[src/sleep_ctrl_pkg.sv]
package sleep_ctrl_pkg;
  // ==========================================================
  // Register map
  localparam logic [7:0] CTRL_OFFSET = 8'h00;
  localparam logic [7:0] STATUS_OFFSET = 8'h04;
  localparam int ADDR_W = 8;
  // Control register fields
  localparam int CTRL_MODE_LSB = 0;
  localparam int CTRL_SLEEP_EN_BIT = 3;
  localparam int CTRL_SCAN_DIS_BIT = 4;
  localparam int CTRL_ASYNC_SEL_BIT = 5;
  localparam int CTRL_ADC_EN_BIT = 6;
  localparam int CTRL_COMP_EN_BIT = 7;
  localparam int CTRL_COMP_REF_BIT = 8;
  localparam int CTRL_W = 9;
  localparam logic [CTRL_W-1:0] CTRL_RESET = 9'h000;
  // ==========================================================
  // Sleep mode encodings
  localparam logic [2:0] MODE_IDLE = 3'h0;
  localparam logic [2:0] MODE_NOISE = 3'h1;
  localparam logic [2:0] MODE_PDOWN = 3'h2;
  localparam logic [2:0] MODE_PSAVE = 3'h3;
  localparam logic [2:0] MODE_STBY = 3'h6;
  localparam logic [2:0] MODE_XSTBY = 3'h7;
  // ==========================================================
  // Timing
  localparam int CLK_PERIOD_NS = 10;
  localparam int STBY_WAKE_CYCLES = 6;
  localparam int IDLE_WAKE_CYCLES = 1;
  localparam int REF_STARTUP_NS = 40000;
  localparam int REF_STARTUP_CYCLES = (REF_STARTUP_NS + CLK_PERIOD_NS - 1) / CLK_PERIOD_NS;
  localparam int CNT_W = 17;
  // ==========================================================
  // Clock domain enables
  typedef struct packed {
    logic cpu;
    logic flash;
    logic io;
    logic adc;
    logic asy;
    logic main_osc;
    logic timer_osc;
  } clk_gate_t;
  // Wake request sources from the peripherals
  typedef struct packed {
    logic two_wire_address_match;
    logic timer0;
    logic self_program_ready;
    logic adc_done;
    logic other_io;
  } wake_src_t;
endpackage
[src/sleep_ctrl.sv]
`timescale 1ns/1ns
module sleep_ctrl #(
  parameter int STARTUP_CYC0 = 6,
  parameter int STARTUP_CYC1 = 1024,
  parameter int STARTUP_CYC2 = 16384,
  parameter int STARTUP_CYC3 = 65536
) (
  input wire logic pclk,
  input wire logic presetn,
  input wire logic psel,
  input wire logic penable,
  input wire logic pwrite,
  input wire logic [sleep_ctrl_pkg::ADDR_W-1:0] paddr,
  input wire logic [31:0] pwdata,
  output logic [31:0] prdata,
  output logic pready,
  output logic pslverr,
  input wire logic sleep_instr,
  input wire logic crystal_clock_option,
  input wire logic [3:0] clock_source_select_fuses,
  input wire logic debug_enable_fuse,
  input wire logic scan_port_enable_fuse,
  input wire logic brownout_enable_fuse,
  input wire logic watchdog_enable,
  input wire logic [7:0] external_interrupt_lines_n,
  input wire logic [7:0] ext_int_enable,
  input wire logic [3:0] ext_int_level_mode,
  input wire sleep_ctrl_pkg::wake_src_t wake_src,
  input wire logic adc_conv_start,
  input wire logic tap_shifting,
  input wire logic tap_tdo_data,
  output sleep_ctrl_pkg::clk_gate_t clk_gates,
  output logic sleeping,
  output logic input_buffer_en,
  output logic adc_power,
  output logic adc_extended_next,
  output logic comparator_power,
  output logic ref_power,
  output logic ref_ready,
  output logic bod_active,
  output logic wdt_active,
  output logic jtag_enable,
  output logic tdo_o,
  output logic tdo_oe
);
  import sleep_ctrl_pkg::*;

  typedef enum logic [1:0] {ST_ACTIVE, ST_SLEEP, ST_WAKE} state_t;

  // ==========================================================
  // Decode functions
  function automatic clk_gate_t gates_for(input state_t st, input logic [2:0] m,
                                          input logic as0, input logic dbg);
    clk_gate_t g;
    g = '0;
    if (st == ST_ACTIVE) begin // Domains stay gated through the wake delay
      g = '{cpu: 1'b1, flash: 1'b1, io: 1'b1, adc: 1'b1, asy: 1'b1, main_osc: 1'b1,
            timer_osc: as0};
    end else begin
      unique case (m)
        MODE_IDLE: g = '{cpu: 1'b0, flash: 1'b0, io: 1'b1, adc: 1'b1, asy: 1'b1,
                         main_osc: 1'b1, timer_osc: as0};
        MODE_NOISE: g = '{cpu: 1'b0, flash: 1'b0, io: 1'b0, adc: 1'b1, asy: 1'b1,
                          main_osc: 1'b1, timer_osc: as0};
        MODE_PDOWN: g.main_osc = dbg;
        MODE_PSAVE: g = '{cpu: 1'b0, flash: 1'b0, io: 1'b0, adc: 1'b0, asy: as0,
                          main_osc: dbg, timer_osc: as0};
        MODE_STBY: g.main_osc = 1'b1;
        MODE_XSTBY: g = '{cpu: 1'b0, flash: 1'b0, io: 1'b0, adc: 1'b0, asy: as0,
                          main_osc: 1'b1, timer_osc: as0};
        default: g = '0;
      endcase
    end
    return g;
  endfunction

  function automatic logic deep_mode(input logic [2:0] m);
    return (m != MODE_IDLE) && (m != MODE_NOISE);
  endfunction

  // ==========================================================
  // Registers
  logic [CTRL_W-1:0] ctrl_reg;
  state_t state_reg, state_next;
  logic [2:0] mode_reg, mode_next;
  logic [CNT_W-1:0] cnt_reg, cnt_next;
  logic [7:0] ext_s1_reg, ext_s2_reg, ext_s3_reg, ext_filt_reg;
  logic [CNT_W-1:0] ref_cnt_reg;
  logic adc_en_prev_reg;

  wire [2:0] mode_sel = ctrl_reg[CTRL_MODE_LSB +: 3];
  wire sleep_en = ctrl_reg[CTRL_SLEEP_EN_BIT];
  wire as0 = ctrl_reg[CTRL_ASYNC_SEL_BIT];
  wire adc_en = ctrl_reg[CTRL_ADC_EN_BIT];
  wire comp_en = ctrl_reg[CTRL_COMP_EN_BIT];
  wire comp_ref = ctrl_reg[CTRL_COMP_REF_BIT];

  // ==========================================================
  // APB slave: one wait state so read data comes from a flop
  wire apb_access = psel && penable;
  wire apb_commit = apb_access && pready;
  wire hit_ctrl = paddr == CTRL_OFFSET;
  wire hit_status = paddr == STATUS_OFFSET;
  wire hit_any = hit_ctrl || hit_status;
  wire [31:0] status_word = {17'h00000, adc_extended_next, ref_ready, jtag_enable, mode_reg,
                             clk_gates, 1'b0, sleeping};
  wire [31:0] read_word = hit_ctrl ? {23'h000000, ctrl_reg} : (hit_status ? status_word : 32'h0);

  always_ff @(posedge pclk or negedge presetn) begin
    if (!presetn) begin
      pready <= 1'b0;
      pslverr <= 1'b0;
      prdata <= 32'h00000000;
    end else begin
      pready <= apb_access && !pready;
      pslverr <= apb_access && !pready && !(hit_ctrl || (hit_status && !pwrite));
      prdata <= (apb_access && !pready && !pwrite) ? read_word : 32'h00000000;
    end
  end

  always_ff @(posedge pclk or negedge presetn) begin
    if (!presetn) begin
      ctrl_reg <= CTRL_RESET;
    end else if (apb_commit && pwrite && hit_ctrl && hit_any) begin
      ctrl_reg <= pwdata[CTRL_W-1:0];
    end
  end

  // ==========================================================
  // External interrupt pins: three flops, change taken when last two agree
  always_ff @(posedge pclk or negedge presetn) begin
    if (!presetn) begin
      ext_s1_reg <= 8'hFF;
      ext_s2_reg <= 8'hFF;
      ext_s3_reg <= 8'hFF;
      ext_filt_reg <= 8'hFF;
    end else begin
      ext_s1_reg <= external_interrupt_lines_n;
      ext_s2_reg <= ext_s1_reg;
      ext_s3_reg <= ext_s2_reg;
      ext_filt_reg <= ext_filt_reg ^ ((ext_s2_reg ~^ ext_s3_reg) & (ext_filt_reg ^ ext_s3_reg));
    end
  end

  // ==========================================================
  // Wake qualification
  wire [7:0] ext_req = ~ext_filt_reg & ext_int_enable;
  wire ext_any = |ext_req;
  wire ext_limited = (|ext_req[3:0]) || (|(ext_req[7:4] & ext_int_level_mode));
  wire wake_idle = ext_any || (|wake_src);
  wire wake_noise = ext_limited || wake_src.two_wire_address_match || wake_src.timer0 ||
                    wake_src.self_program_ready || wake_src.adc_done;
  wire wake_async = ext_limited || wake_src.two_wire_address_match ||
                    (wake_src.timer0 && as0);
  wire wake_deep = ext_limited || wake_src.two_wire_address_match;
  wire wake_hit = (mode_reg == MODE_IDLE) ? wake_idle :
                  (mode_reg == MODE_NOISE) ? wake_noise :
                  ((mode_reg == MODE_PSAVE) || (mode_reg == MODE_XSTBY)) ? wake_async :
                  wake_deep;

  // ==========================================================
  // Mode entry and wake delay
  wire mode_legal = (mode_sel[2:1] != 2'b10);
  wire [2:0] mode_eff = (mode_sel[2:1] == 2'b11 && !crystal_clock_option) ?
                        {1'b0, mode_sel[1:0]} : mode_sel;
  wire [CNT_W-1:0] startup_cyc = (clock_source_select_fuses[3:2] == 2'b00) ? CNT_W'(STARTUP_CYC0) :
                                 (clock_source_select_fuses[3:2] == 2'b01) ? CNT_W'(STARTUP_CYC1) :
                                 (clock_source_select_fuses[3:2] == 2'b10) ? CNT_W'(STARTUP_CYC2) :
                                 CNT_W'(STARTUP_CYC3);
  wire osc_stopped = ((mode_reg == MODE_PDOWN) || (mode_reg == MODE_PSAVE)) && !debug_enable_fuse;
  wire [CNT_W-1:0] wake_cycles = osc_stopped ? startup_cyc :
                                 deep_mode(mode_reg) ? CNT_W'(STBY_WAKE_CYCLES) :
                                 CNT_W'(IDLE_WAKE_CYCLES);

  always_comb begin
    state_next = state_reg;
    mode_next = mode_reg;
    cnt_next = cnt_reg;
    unique case (state_reg)
      ST_ACTIVE: begin
        if (sleep_instr && sleep_en && mode_legal) begin
          state_next = ST_SLEEP;
          mode_next = mode_eff;
        end
      end
      ST_SLEEP: begin
        if (wake_hit) begin
          state_next = ST_WAKE;
          cnt_next = wake_cycles - CNT_W'(1);
        end
      end
      ST_WAKE: begin
        if (cnt_reg == '0) begin
          state_next = ST_ACTIVE;
        end else begin
          cnt_next = cnt_reg - CNT_W'(1);
        end
      end
    endcase
  end

  always_ff @(posedge pclk or negedge presetn) begin
    if (!presetn) begin
      state_reg <= ST_ACTIVE;
      mode_reg <= MODE_IDLE;
      cnt_reg <= '0;
    end else begin
      state_reg <= state_next;
      mode_reg <= mode_next;
      cnt_reg <= cnt_next;
    end
  end

  // ==========================================================
  // Power outputs, registered from next state so they move with it
  clk_gate_t gates_next;
  assign gates_next = gates_for(state_next, mode_next, as0, debug_enable_fuse);
  wire sleep_next = state_next == ST_SLEEP;
  wire comp_next = comp_en && !(sleep_next && deep_mode(mode_next));
  wire ref_next = brownout_enable_fuse || adc_en || (comp_next && comp_ref);

  always_ff @(posedge pclk or negedge presetn) begin
    if (!presetn) begin
      clk_gates <= '{cpu: 1'b1, flash: 1'b1, io: 1'b1, adc: 1'b1, asy: 1'b1, main_osc: 1'b1,
                     timer_osc: 1'b0};
      sleeping <= 1'b0;
      input_buffer_en <= 1'b1;
      adc_power <= 1'b0;
      comparator_power <= 1'b0;
      ref_power <= 1'b0;
      bod_active <= 1'b0;
      wdt_active <= 1'b0;
    end else begin
      clk_gates <= gates_next;
      sleeping <= sleep_next;
      // Wake pins keep their own buffers; only the general pool is switched
      input_buffer_en <= gates_next.io || gates_next.adc;
      adc_power <= adc_en;
      comparator_power <= comp_next;
      ref_power <= ref_next;
      bod_active <= brownout_enable_fuse;
      wdt_active <= watchdog_enable;
    end
  end

  // ==========================================================
  // Reference start-up and extended first conversion
  always_ff @(posedge pclk or negedge presetn) begin
    if (!presetn) begin
      ref_cnt_reg <= '0;
      ref_ready <= 1'b0;
    end else if (!ref_power) begin
      ref_cnt_reg <= '0;
      ref_ready <= 1'b0;
    end else if (ref_cnt_reg < CNT_W'(REF_STARTUP_CYCLES - 1)) begin
      ref_cnt_reg <= ref_cnt_reg + CNT_W'(1);
    end else begin
      ref_ready <= 1'b1;
    end
  end

  always_ff @(posedge pclk or negedge presetn) begin
    if (!presetn) begin
      adc_en_prev_reg <= 1'b0;
      adc_extended_next <= 1'b1;
    end else begin
      adc_en_prev_reg <= adc_en;
      // A re-enable in the same cycle as a start keeps the flag set
      if (adc_en && !adc_en_prev_reg) begin
        adc_extended_next <= 1'b1;
      end else if (adc_conv_start) begin
        adc_extended_next <= 1'b0;
      end
    end
  end

  // ==========================================================
  // Scan port enable and data output
  wire jtag_next = scan_port_enable_fuse && !ctrl_reg[CTRL_SCAN_DIS_BIT];
  always_ff @(posedge pclk or negedge presetn) begin
    if (!presetn) begin
      jtag_enable <= 1'b0;
      tdo_o <= 1'b0;
      tdo_oe <= 1'b0;
    end else begin
      jtag_enable <= jtag_next;
      tdo_o <= tap_tdo_data;
      tdo_oe <= jtag_next && tap_shifting;
    end
  end

  wire in_stby = state_reg == ST_SLEEP && mode_reg == MODE_STBY;
  wire in_xstby = state_reg == ST_SLEEP && mode_reg == MODE_XSTBY;
endmodule // sleep_ctrl

[config.mk]
export PLATFORM = sky130hd
export DESIGN_NAME = sleep_ctrl
export DESIGN_NICKNAME = d
export VERILOG_FILES = /design/src/sleep_ctrl_pkg.sv /design/src/sleep_ctrl.sv
export SDC_FILE = /design/constraint.sdc
export NUM_CORES = 1
export LEC_CHECK = 0
export ABC_CLOCK_PERIOD_IN_PS = 6100
export BUFFER_PORTS_ARGS = -buffer_cell sky130_fd_sc_hd__buf_4
export CORE_MARGIN = 5
export CORE_UTILIZATION = 40
export DETAILED_ROUTE_END_ITERATION = 12
export GPL_TIMING_DRIVEN = 0
export PLACE_DENSITY_LB_ADDON = 0.25
export SYNTH_ARGS = -nofsm -noshare
export SYNTH_HDL_FRONTEND = slang
export SYNTH_SLANG_ARGS = --single-unit
[constraint.sdc]
create_clock -name pclk -period 6.1 [get_ports pclk]
set_clock_uncertainty 0.15 [all_clocks]
set_input_delay 1.22 -clock pclk [delete_from_list [all_inputs] [get_ports pclk]]
set_output_delay 1.22 -clock pclk [all_outputs]
set_load 0.01 [all_outputs]
Yosys cells after proc, flatten, opt, wreduce, memory -nomap -nowiden --
Cells that the tools add are included.
Cells by class: bitwise gates (word level) 7, equal/unequal tests 23, divide/modulo/power cells 0, reductions and logical operators 64, add/sub/neg operators 3, shift operators 0, multipliers 0, magnitude comparators 1, mux-type cells 31
Operators by type and width (count):
- 2-to-1 mux 17 bit | 8
- 2-to-1 mux 15 bit | 3
- case mux 17 bit (2 select lines) | 1
- subtractor 17 x 1 -> 17 bit (second input constant) | 2
- logical AND 1 bit | 22
- adder 17 x 1 -> 17 bit (second input constant) | 1
- zero test 17 bit | 1
- less-than comparator 17 x 12 -> 1 bit (second input constant) | 1
- AND 8 bit | 2
- OR reduction 4 bit | 4
- bitwise XOR 8 bit | 2
- logical OR 1 bit | 14
- equality test 3 x 2 -> 1 bit (second input constant) | 4
- 2-to-1 mux 3 bit | 4
- equality test 3 bit (second input constant) | 3
- case mux 3 bit (3 select lines) | 1
- equality test 8 x 3 -> 1 bit (second input constant) | 1
- zero test 1 bit | 8
- zero test 8 bit | 1
- 2-to-1 mux 1 bit | 8
- inequality test 2 bit (second input constant) | 4
- inverter 8 bit | 1
- OR reduction 8 bit | 1
- bitwise XNOR 8 bit | 1
- 17 further kinds | 31
Word-level totals: word-level logic and storage cells 160, bits in writable memories 0, latch bits 0, bits in registers 116, output and inout port bits 53, bits in read-only memories 0, memories kept 0

Longest topological paths before layout --
Gate-level depths: netlist of run 1.
depth after elaboration 19, depth in mapped cells 13, mapped depth without buffers 11

Least setup slack after synthesis of run 1 --
Ideal clock, no wire load.
path kind input -> register, start point input port debug_enable_fuse, end point register cnt_reg[12], path slack 2741 ps, arrival 3086 ps, cell stages on the path 9, cell sequence a211oi_1 and2_1 o21bai_1 ha_1 inv_1 nor4_4 nand3_1 o32a_1 o221a_1
Between the ends: cells in the longest elaborated chain, start to end 6
Ends and longest elaborated chain:
- start: declaration | RTL line sleep_ctrl.sv:21 | input wire logic debug_enable_fuse,
- zero test 1 bit | RTL line sleep_ctrl.sv:170 | wire osc_stopped = ((mode_reg == MODE_PDOWN) || (mode_reg == MODE_PSAVE)) && !debug_enable_fuse;
- logical AND 1 bit | RTL line sleep_ctrl.sv:170
- 2-to-1 mux 17 bit | RTL line sleep_ctrl.sv:171 | wire [CNT_W-1:0] wake_cycles = osc_stopped ? startup_cyc :
- subtractor 17 x 1 -> 17 bit | RTL line sleep_ctrl.sv:189 | cnt_next = wake_cycles - CNT_W'(1);
- 2-to-1 mux 17 bit | RTL line sleep_ctrl.sv:187 | if (wake_hit) begin
- case mux 17 bit (2 select lines) | RTL line sleep_ctrl.sv:179 | unique case (state_reg)
- end signal: assignment | RTL line sleep_ctrl.sv:210 | cnt_reg <= cnt_next;
- end: declaration | RTL line sleep_ctrl.sv:86 | logic [CNT_W-1:0] cnt_reg, cnt_next;
Every way passes these cells. The select of a mux whose other input is x is not followed. A chain may end at the register's enable or synchronous reset.

Worst setup path after layout of run 1 --
Ends and elaborated chain as after synthesis.

==> results of run 1 <==
==> synthesized netlist by cell type, types with 11 or more instances <==
library cell  number
a21oi_1           16
and2_1            18
and3_1            11
buf_4             18
clkbuf_1          12
dfrtp_1           76
dfstp_2           39
inv_1             16
nand2_1           20
nand3_1           12
nor2_1            33
o21ai_0           14
==> power breakdown <==
part / total [mW] / internal (mW) / switching [mW]
clock network: 1.01 / 0.671 / 0.341
registers: 0.834 / 0.807 / 0.0267
logic: 0.201 / 0.0977 / 0.103
total: 2.05 / 1.58 / 0.471
==> per-layer routing <==
metal | vias up | GRT usage (%) | wire length (um)
met4 | 0 | 6.633 | 232
met2 | 96 | 27.24 | 6263
li1 | 1905 | - | -
met3 | 14 | 4.648 | 543
met1 | 1965 | 21.67 | 5619
met5 | - | 0 | 0
==> final cells by class <==
type / instances / area, sq um / area share (%)
multi-input cells: 314 / 2157 / 31.19
inverters: 17 / 63.81 / 0.9226
plain buffers: 37 / 221.5 / 3.202
repair buffers: 93 / 721.9 / 10.44
flip-flops and latches: 115 / 2927 / 42.31
clock buffers: 22 / 474.2 / 6.856
well taps: 176 / 220.2 / 3.184
clock inverters: 10 / 131.4 / 1.899
==> worst min-delay path by stage <==
stage	slack, ns	end
6_report	0.20	ext_s2_reg[0]$_DFF_PN1_
3_3_place_gp	0.20	ext_s2_reg[6]$_DFF_PN1_
3_5_place_dp	0.20	ext_s2_reg[7]$_DFF_PN1_
5_1_grt	0.21	ext_s2_reg[2]$_DFF_PN1_
2_1_floorplan	0.20	ext_s2_reg[0]$_DFF_PN1_
4_1_cts	0.20	ext_s2_reg[7]$_DFF_PN1_
==> worst max-delay path, delay by kind of cell <==
family | cells | cell delay (ns)
AO/OA/AOI/OAI | 4 | 0.99
AND/OR/NAND/NOR | 3 | 0.78
buffers and inverters | 2 | 0.28
adder cells (fa/ha/maj) | 1 | 0.27
==> cell families after synthesis <==
family / synth area share [%]
AOI/OAI and AO/OA: 13.74
xor gates and xnor gates: 1.980
adders and majority gates: 2.687
buffers and inverters: 5.373
DFF: 55.13
muxes: 4.242
other: 0.07064
and+or+nand+nor: 16.78
==> results.md, run 1 <==
* Status: complete, no violations
* DR vias at 3980
* WP data required at 6.24 ns
* # rows at 42
* Clock transition at the registers of the reported paths at 0.05 ns
* Initial cell density of the core at 40.41%
* Synth Instances at 467
* Commonest cells after routing, fill and taps aside: buf_4 (109), dfrtp_1 (76), dfstp_2 (39), nor2_1 (33), nand2_1 (20)
* Unrepaired setup endpoints after global routing: false
* Post-DP HPWL at 9128 um
* Share of Yosys cell area claimed by the top area cell type at 35.82%
* Leak pwr at 3.284 nW
* Pre-CTS setup slack at 2.324 ns
* Worst Hold Depth at 0
* Total GRT Usage at 16.89%
* Placed Cells at 751
* Critical R2R Launch: state_reg[0]$_DFF_PN0_
* Clock Tree Buf Depth at 2
* Average size of a mapped cell at 11.37 sq um
* Grt total ovfl at 0
* Post-CTS Setup Inserts at 0
* Routed length per instance at 16.15 um
* Cell breakdown of the critical path: buf_4 > a211oi_1 > and2_1 > o21bai_1 > ha_1 > inv_1 > nor4_4 > nand3_1 > o32a_1 > o221a_1
* Most common cell after layout, fill and taps aside: buf_4
* Detailed Routing Iterations Pass 1 at 4
* Worst skew pair latency at 0.41 ns
* Layout cells sized above 1 at 34.54%
* Critical path startpoint category: input port
* Final Cell Area at 0.006917 sq mm
* First-pass GRT wire length at 20890 um
* Post-synth EDFFs at 0
* Worst min path class: reg -> reg
* Syn-to-layout area delta at 30.29%
* Largest cells by area after synthesis: dfrtp_1 (36%), dfstp_2 (19%), buf_4 (2.5%)
* Top_reg_cell synth: dfrtp_1
* PD cells at 295.8 mW/mm^2
* CTS resizes at 0
* Final Net Count at 683
* Reg2reg end: cnt_reg[12]$_DFFE_PN0P_
* CP max-delay cell: nor4_4
* Synthesized flop and latch total at 115
* Root Buffer: clkbuf_16
* Post-CTS Hold Buffers at 0
* Antenna violations before repair at 0
* # DRC at 0
* Worst EP arrival at 3.53 ns
* Total detailed-routing wirelength at 12660 um
* R2r setup slk at 2.73 ns
* Ys Warns at 0
* Worst Path Max Fanout at 6
* Synth async-reset ratio at 100.0%
* Peak Freq at 0.2949 GHz
* Largest net degree at the start of global routing at 116
* Tot Pwr at 2.046 mW
* CTS tree: done
* Max_cap viols at 0
* Fillers at 1216
* I/O pin total at 136
* H-tree levels at 4
* Leading area contributor after synthesis: dfrtp_1
* Slowest cell delay on critical path at 0.40 ns
* Final setup fails at 0
* Vias in the first global route at 3960
* DP Area at 0.006280 sq mm
* Width of the die at 125.2 um
* Synthesized cell area at 0.005309 sq mm
* Die ar. at 0.01568 sq mm
* Tmin final at 3.390 ns
* Synth cell types at 75
* WS Path Type: in -> reg
* Core Util, Final at 52.65%
* Endpoints failing hold at 0
* Min-delay src: ext_s1_reg[0]$_DFF_PN1_
* Slew @ Worst Pin at 0.8813 ns
* Antenna diodes at 0
* Worst slew margin at 40.71%
* Num Clock Sinks at 115
* Placer congestion estimate at 0.8820
* Worst setup endpoint: cnt_reg[12]$_DFFE_PN0P_
* Tcrit/Tclk final at 55.58%
* Peak supply drop at 0.0001937 V
* Worst setup startpoint: debug_enable_fuse
* Final Non-Filler Cells at 784
* Setup tns final at 0 ns
* 1st-iter DRT viols at 293
* Core Box Area at 0.01314 sq mm
* Buffers on Ports at 92
* Die Y at 125.2 um
* Sequential element share of the synthesized area at 55.13%
* Worst reg-to-reg path cell count at 13
* Clock buffer count from CTS at 17
* Final setup margin at 2.710 ns
* Fin Hold WS at 0.2025 ns
* Fin. max-slew vios at 0
* Critical Path End Type: register
* Routed Antenna Nets at 0
* Vias per cell at 5.077
(Power assumes the default switching activity.)
==> run 2: changes to the inputs <==
--- a/config.mk
+++ b/config.mk
@@ -5,7 +5,7 @@
 export SDC_FILE = /design/constraint.sdc
 export NUM_CORES = 1
 export LEC_CHECK = 0
-export ABC_CLOCK_PERIOD_IN_PS = 6100
+export ABC_CLOCK_PERIOD_IN_PS = 3350
 export BUFFER_PORTS_ARGS = -buffer_cell sky130_fd_sc_hd__buf_4
 export CORE_MARGIN = 5
 export CORE_UTILIZATION = 40
==> constraint.sdc (replaced) <==
create_clock -name pclk -period 3.35 [get_ports pclk]
set_clock_uncertainty 0.15 [all_clocks]
set_input_delay 0.67 -clock pclk [delete_from_list [all_inputs] [get_ports pclk]]
set_output_delay 0.67 -clock pclk [all_outputs]
set_load 0.01 [all_outputs]
==> run 2 against run 1 <==
  * Via count rose by 0.15%
  * Final cell count increased by 0.26%
  * Combinational power grew 83%
  * Non-clock buffer count grew 2
  * First-iteration DRC count decreased by 3.4%
  * Register-to-register slack worse by 2.4 ns
  * Sequential power is 82% higher
  * Hold slack gained 0.00089 ns
  * Sequential share of layout area fell by 0.14 points
  * Routed wire length grew 0.40%
  * Clock power rose by 82%
==> results.md, run 2 (synthesis gave the netlist of run 1 again) <==
* Status: complete, no violations
* Final Net Count at 685
* Unrepaired setup endpoints after global routing: false
* First-pass GRT wire length at 20890 um
* Endpoints failing hold at 0
* Most frequent CP cell: inv_1
* Buffers on Ports at 92
* Peak Freq at 0.3270 GHz
* Placed Cells at 751
* Num Clock Sinks at 115
* Critical Path End Type: register
* Worst slew margin at 40.64%
* Syn-to-layout area delta at 30.73%
* Total detailed-routing wirelength at 12710 um
* Critical path startpoint category: register
* Slew @ Worst Pin at 0.8823 ns
* Peak supply drop at 0.0003528 V
* Clock transition at the registers of the reported paths at 0.05 ns
* Worst path bufs/invs at 5
* H-tree levels at 4
* Final setup fails at 0
* WS Path Type: reg -> reg
* Vias in the first global route at 3960
* Final Non-Filler Cells at 786
* Leak pwr at 3.298 nW
* Critical path's top delay family: buffers and inverters
* Antenna violations before repair at 0
* # rows at 42
* Grt total ovfl at 0
* Worst Path Max Fanout at 12
* Die Y at 125.2 um
* Fin Hold WS at 0.2034 ns
* Worst skew pair latency at 0.41 ns
* 1st-iter DRT viols at 283
* CP max-delay cell: dfrtp_1
* Clock buffer count from CTS at 17
* Worst EP arrival at 3.20 ns
* DR vias at 3986
* Detailed Routing Iterations Pass 1 at 4
* WP data required at 3.49 ns
* Clock Tree Buf Depth at 2
* Tmin final at 3.058 ns
* Max_cap viols at 0
* Antenna diodes at 0
* CTS tree: done
* Setup tns final at 0 ns
* PD cells at 536.9 mW/mm^2
* Placer congestion estimate at 0.8820
* Core Box Area at 0.01314 sq mm
* Width of the die at 125.2 um
* Most common cell after layout, fill and taps aside: buf_4
* Worst min path class: reg -> reg
* Commonest cells after routing, fill and taps aside: buf_4 (111), dfrtp_1 (76), dfstp_2 (39), nor2_1 (33), nand2_1 (20)
* Die ar. at 0.01568 sq mm
* Largest net degree at the start of global routing at 116
* I/O pin total at 136
* Tcrit/Tclk final at 91.29%
* Post-DP HPWL at 9128 um
* Initial cell density of the core at 40.41%
* Routed Antenna Nets at 0
* Fin. max-slew vios at 0
* Total GRT Usage at 16.89%
* Cell breakdown of the critical path: inv_1 > ha_1 > buf_2 > clkbuf_4 > inv_1 > o21bai_1 > ha_1 > inv_1 > nor4_4 > nand3_1 > o32a_1 > o221a_1
* Routed length per instance at 16.17 um
* Slowest cell delay on critical path at 0.39 ns
* # DRC at 0
* Layout cells sized above 1 at 34.75%
* Vias per cell at 5.071
* Root Buffer: clkbuf_16
[run 2: layer usage]
layer / wire (um) / vias to the layer above / GRT usage, % / share of wire, %
met1: 5666 / 1969 / 21.67 / 45
met2: 6301 / 95 / 27.24 / 50
met4: 197 / 0 / 6.633 / 1.6
met5: 0 / - / 0 / 0
met3: 542 / 13 / 4.648 / 4.3
li1: - / 1909 / - / -
[run 2: power breakdown]
group / internal [mW] / total [mW] / switching [mW]
logic: 0.179 / 0.367 / 0.188
registers: 1.47 / 1.52 / 0.0485
clock network: 1.22 / 1.84 / 0.619
[run 2: final cells by class]
class / instances / area [sq um]
repair buffers: 96 / 747.0
clock inverters: 10 / 131.4
flip-flops and latches: 115 / 2927
well taps: 176 / 220.2
clock buffers: 22 / 474.2
inverters: 17 / 63.81
fillers: 1217 / 6197
multi-input cells: 314 / 2157
plain buffers: 36 / 220.2
[run 2: through the flow]
| stage | power (mW) | setup slack [ns] | util (%) | area [sq um] |
|---|---|---|---|---|
| finish | 3.726 | 0.2919 | 52.83 | 6940 |
| global route | 3.879 | 0.1108 | 52.83 | 6940 |
| CTS | 3.762 | 0.01011 | 52.41 | 6885 |
| detailed placement | 1.902 | 0.01088 | 47.80 | 6280 |
| global placement | 1.895 | 0.03098 | 47.80 | 6280 |
| floorplan | 1.749 | 0.4869 | - | 5369 |
[run 2: timing repair]
item                                   in CTS  in global routing
endpoints found under the hold margin       0                 18
setup endpoints to repair                   0                  2
gates resized for setup                     0                  1
buffers inserted                            0                  2
hold buffers                                0                  1
[run 2: worst paths after layout]
kind                       slack, ns  cells past startpoint               startpoint                       endpoint
max                             0.29                     12   state_reg[0]$_DFF_PN0_        cnt_reg[12]$_DFFE_PN0P_
min                             0.20                      0  ext_s1_reg[6]$_DFF_PN1_        ext_s2_reg[6]$_DFF_PN1_
max reg2reg                     0.29                     12   state_reg[0]$_DFF_PN0_        cnt_reg[12]$_DFFE_PN0P_
min reg2reg                     0.20                      0  ext_s1_reg[6]$_DFF_PN1_        ext_s2_reg[6]$_DFF_PN1_
max in group asynchronous       1.78                      3                  presetn  adc_extended_next$_DFFE_PN1P_
min in group asynchronous       0.52                      2                  presetn         cnt_reg[5]$_DFFE_PN0P_
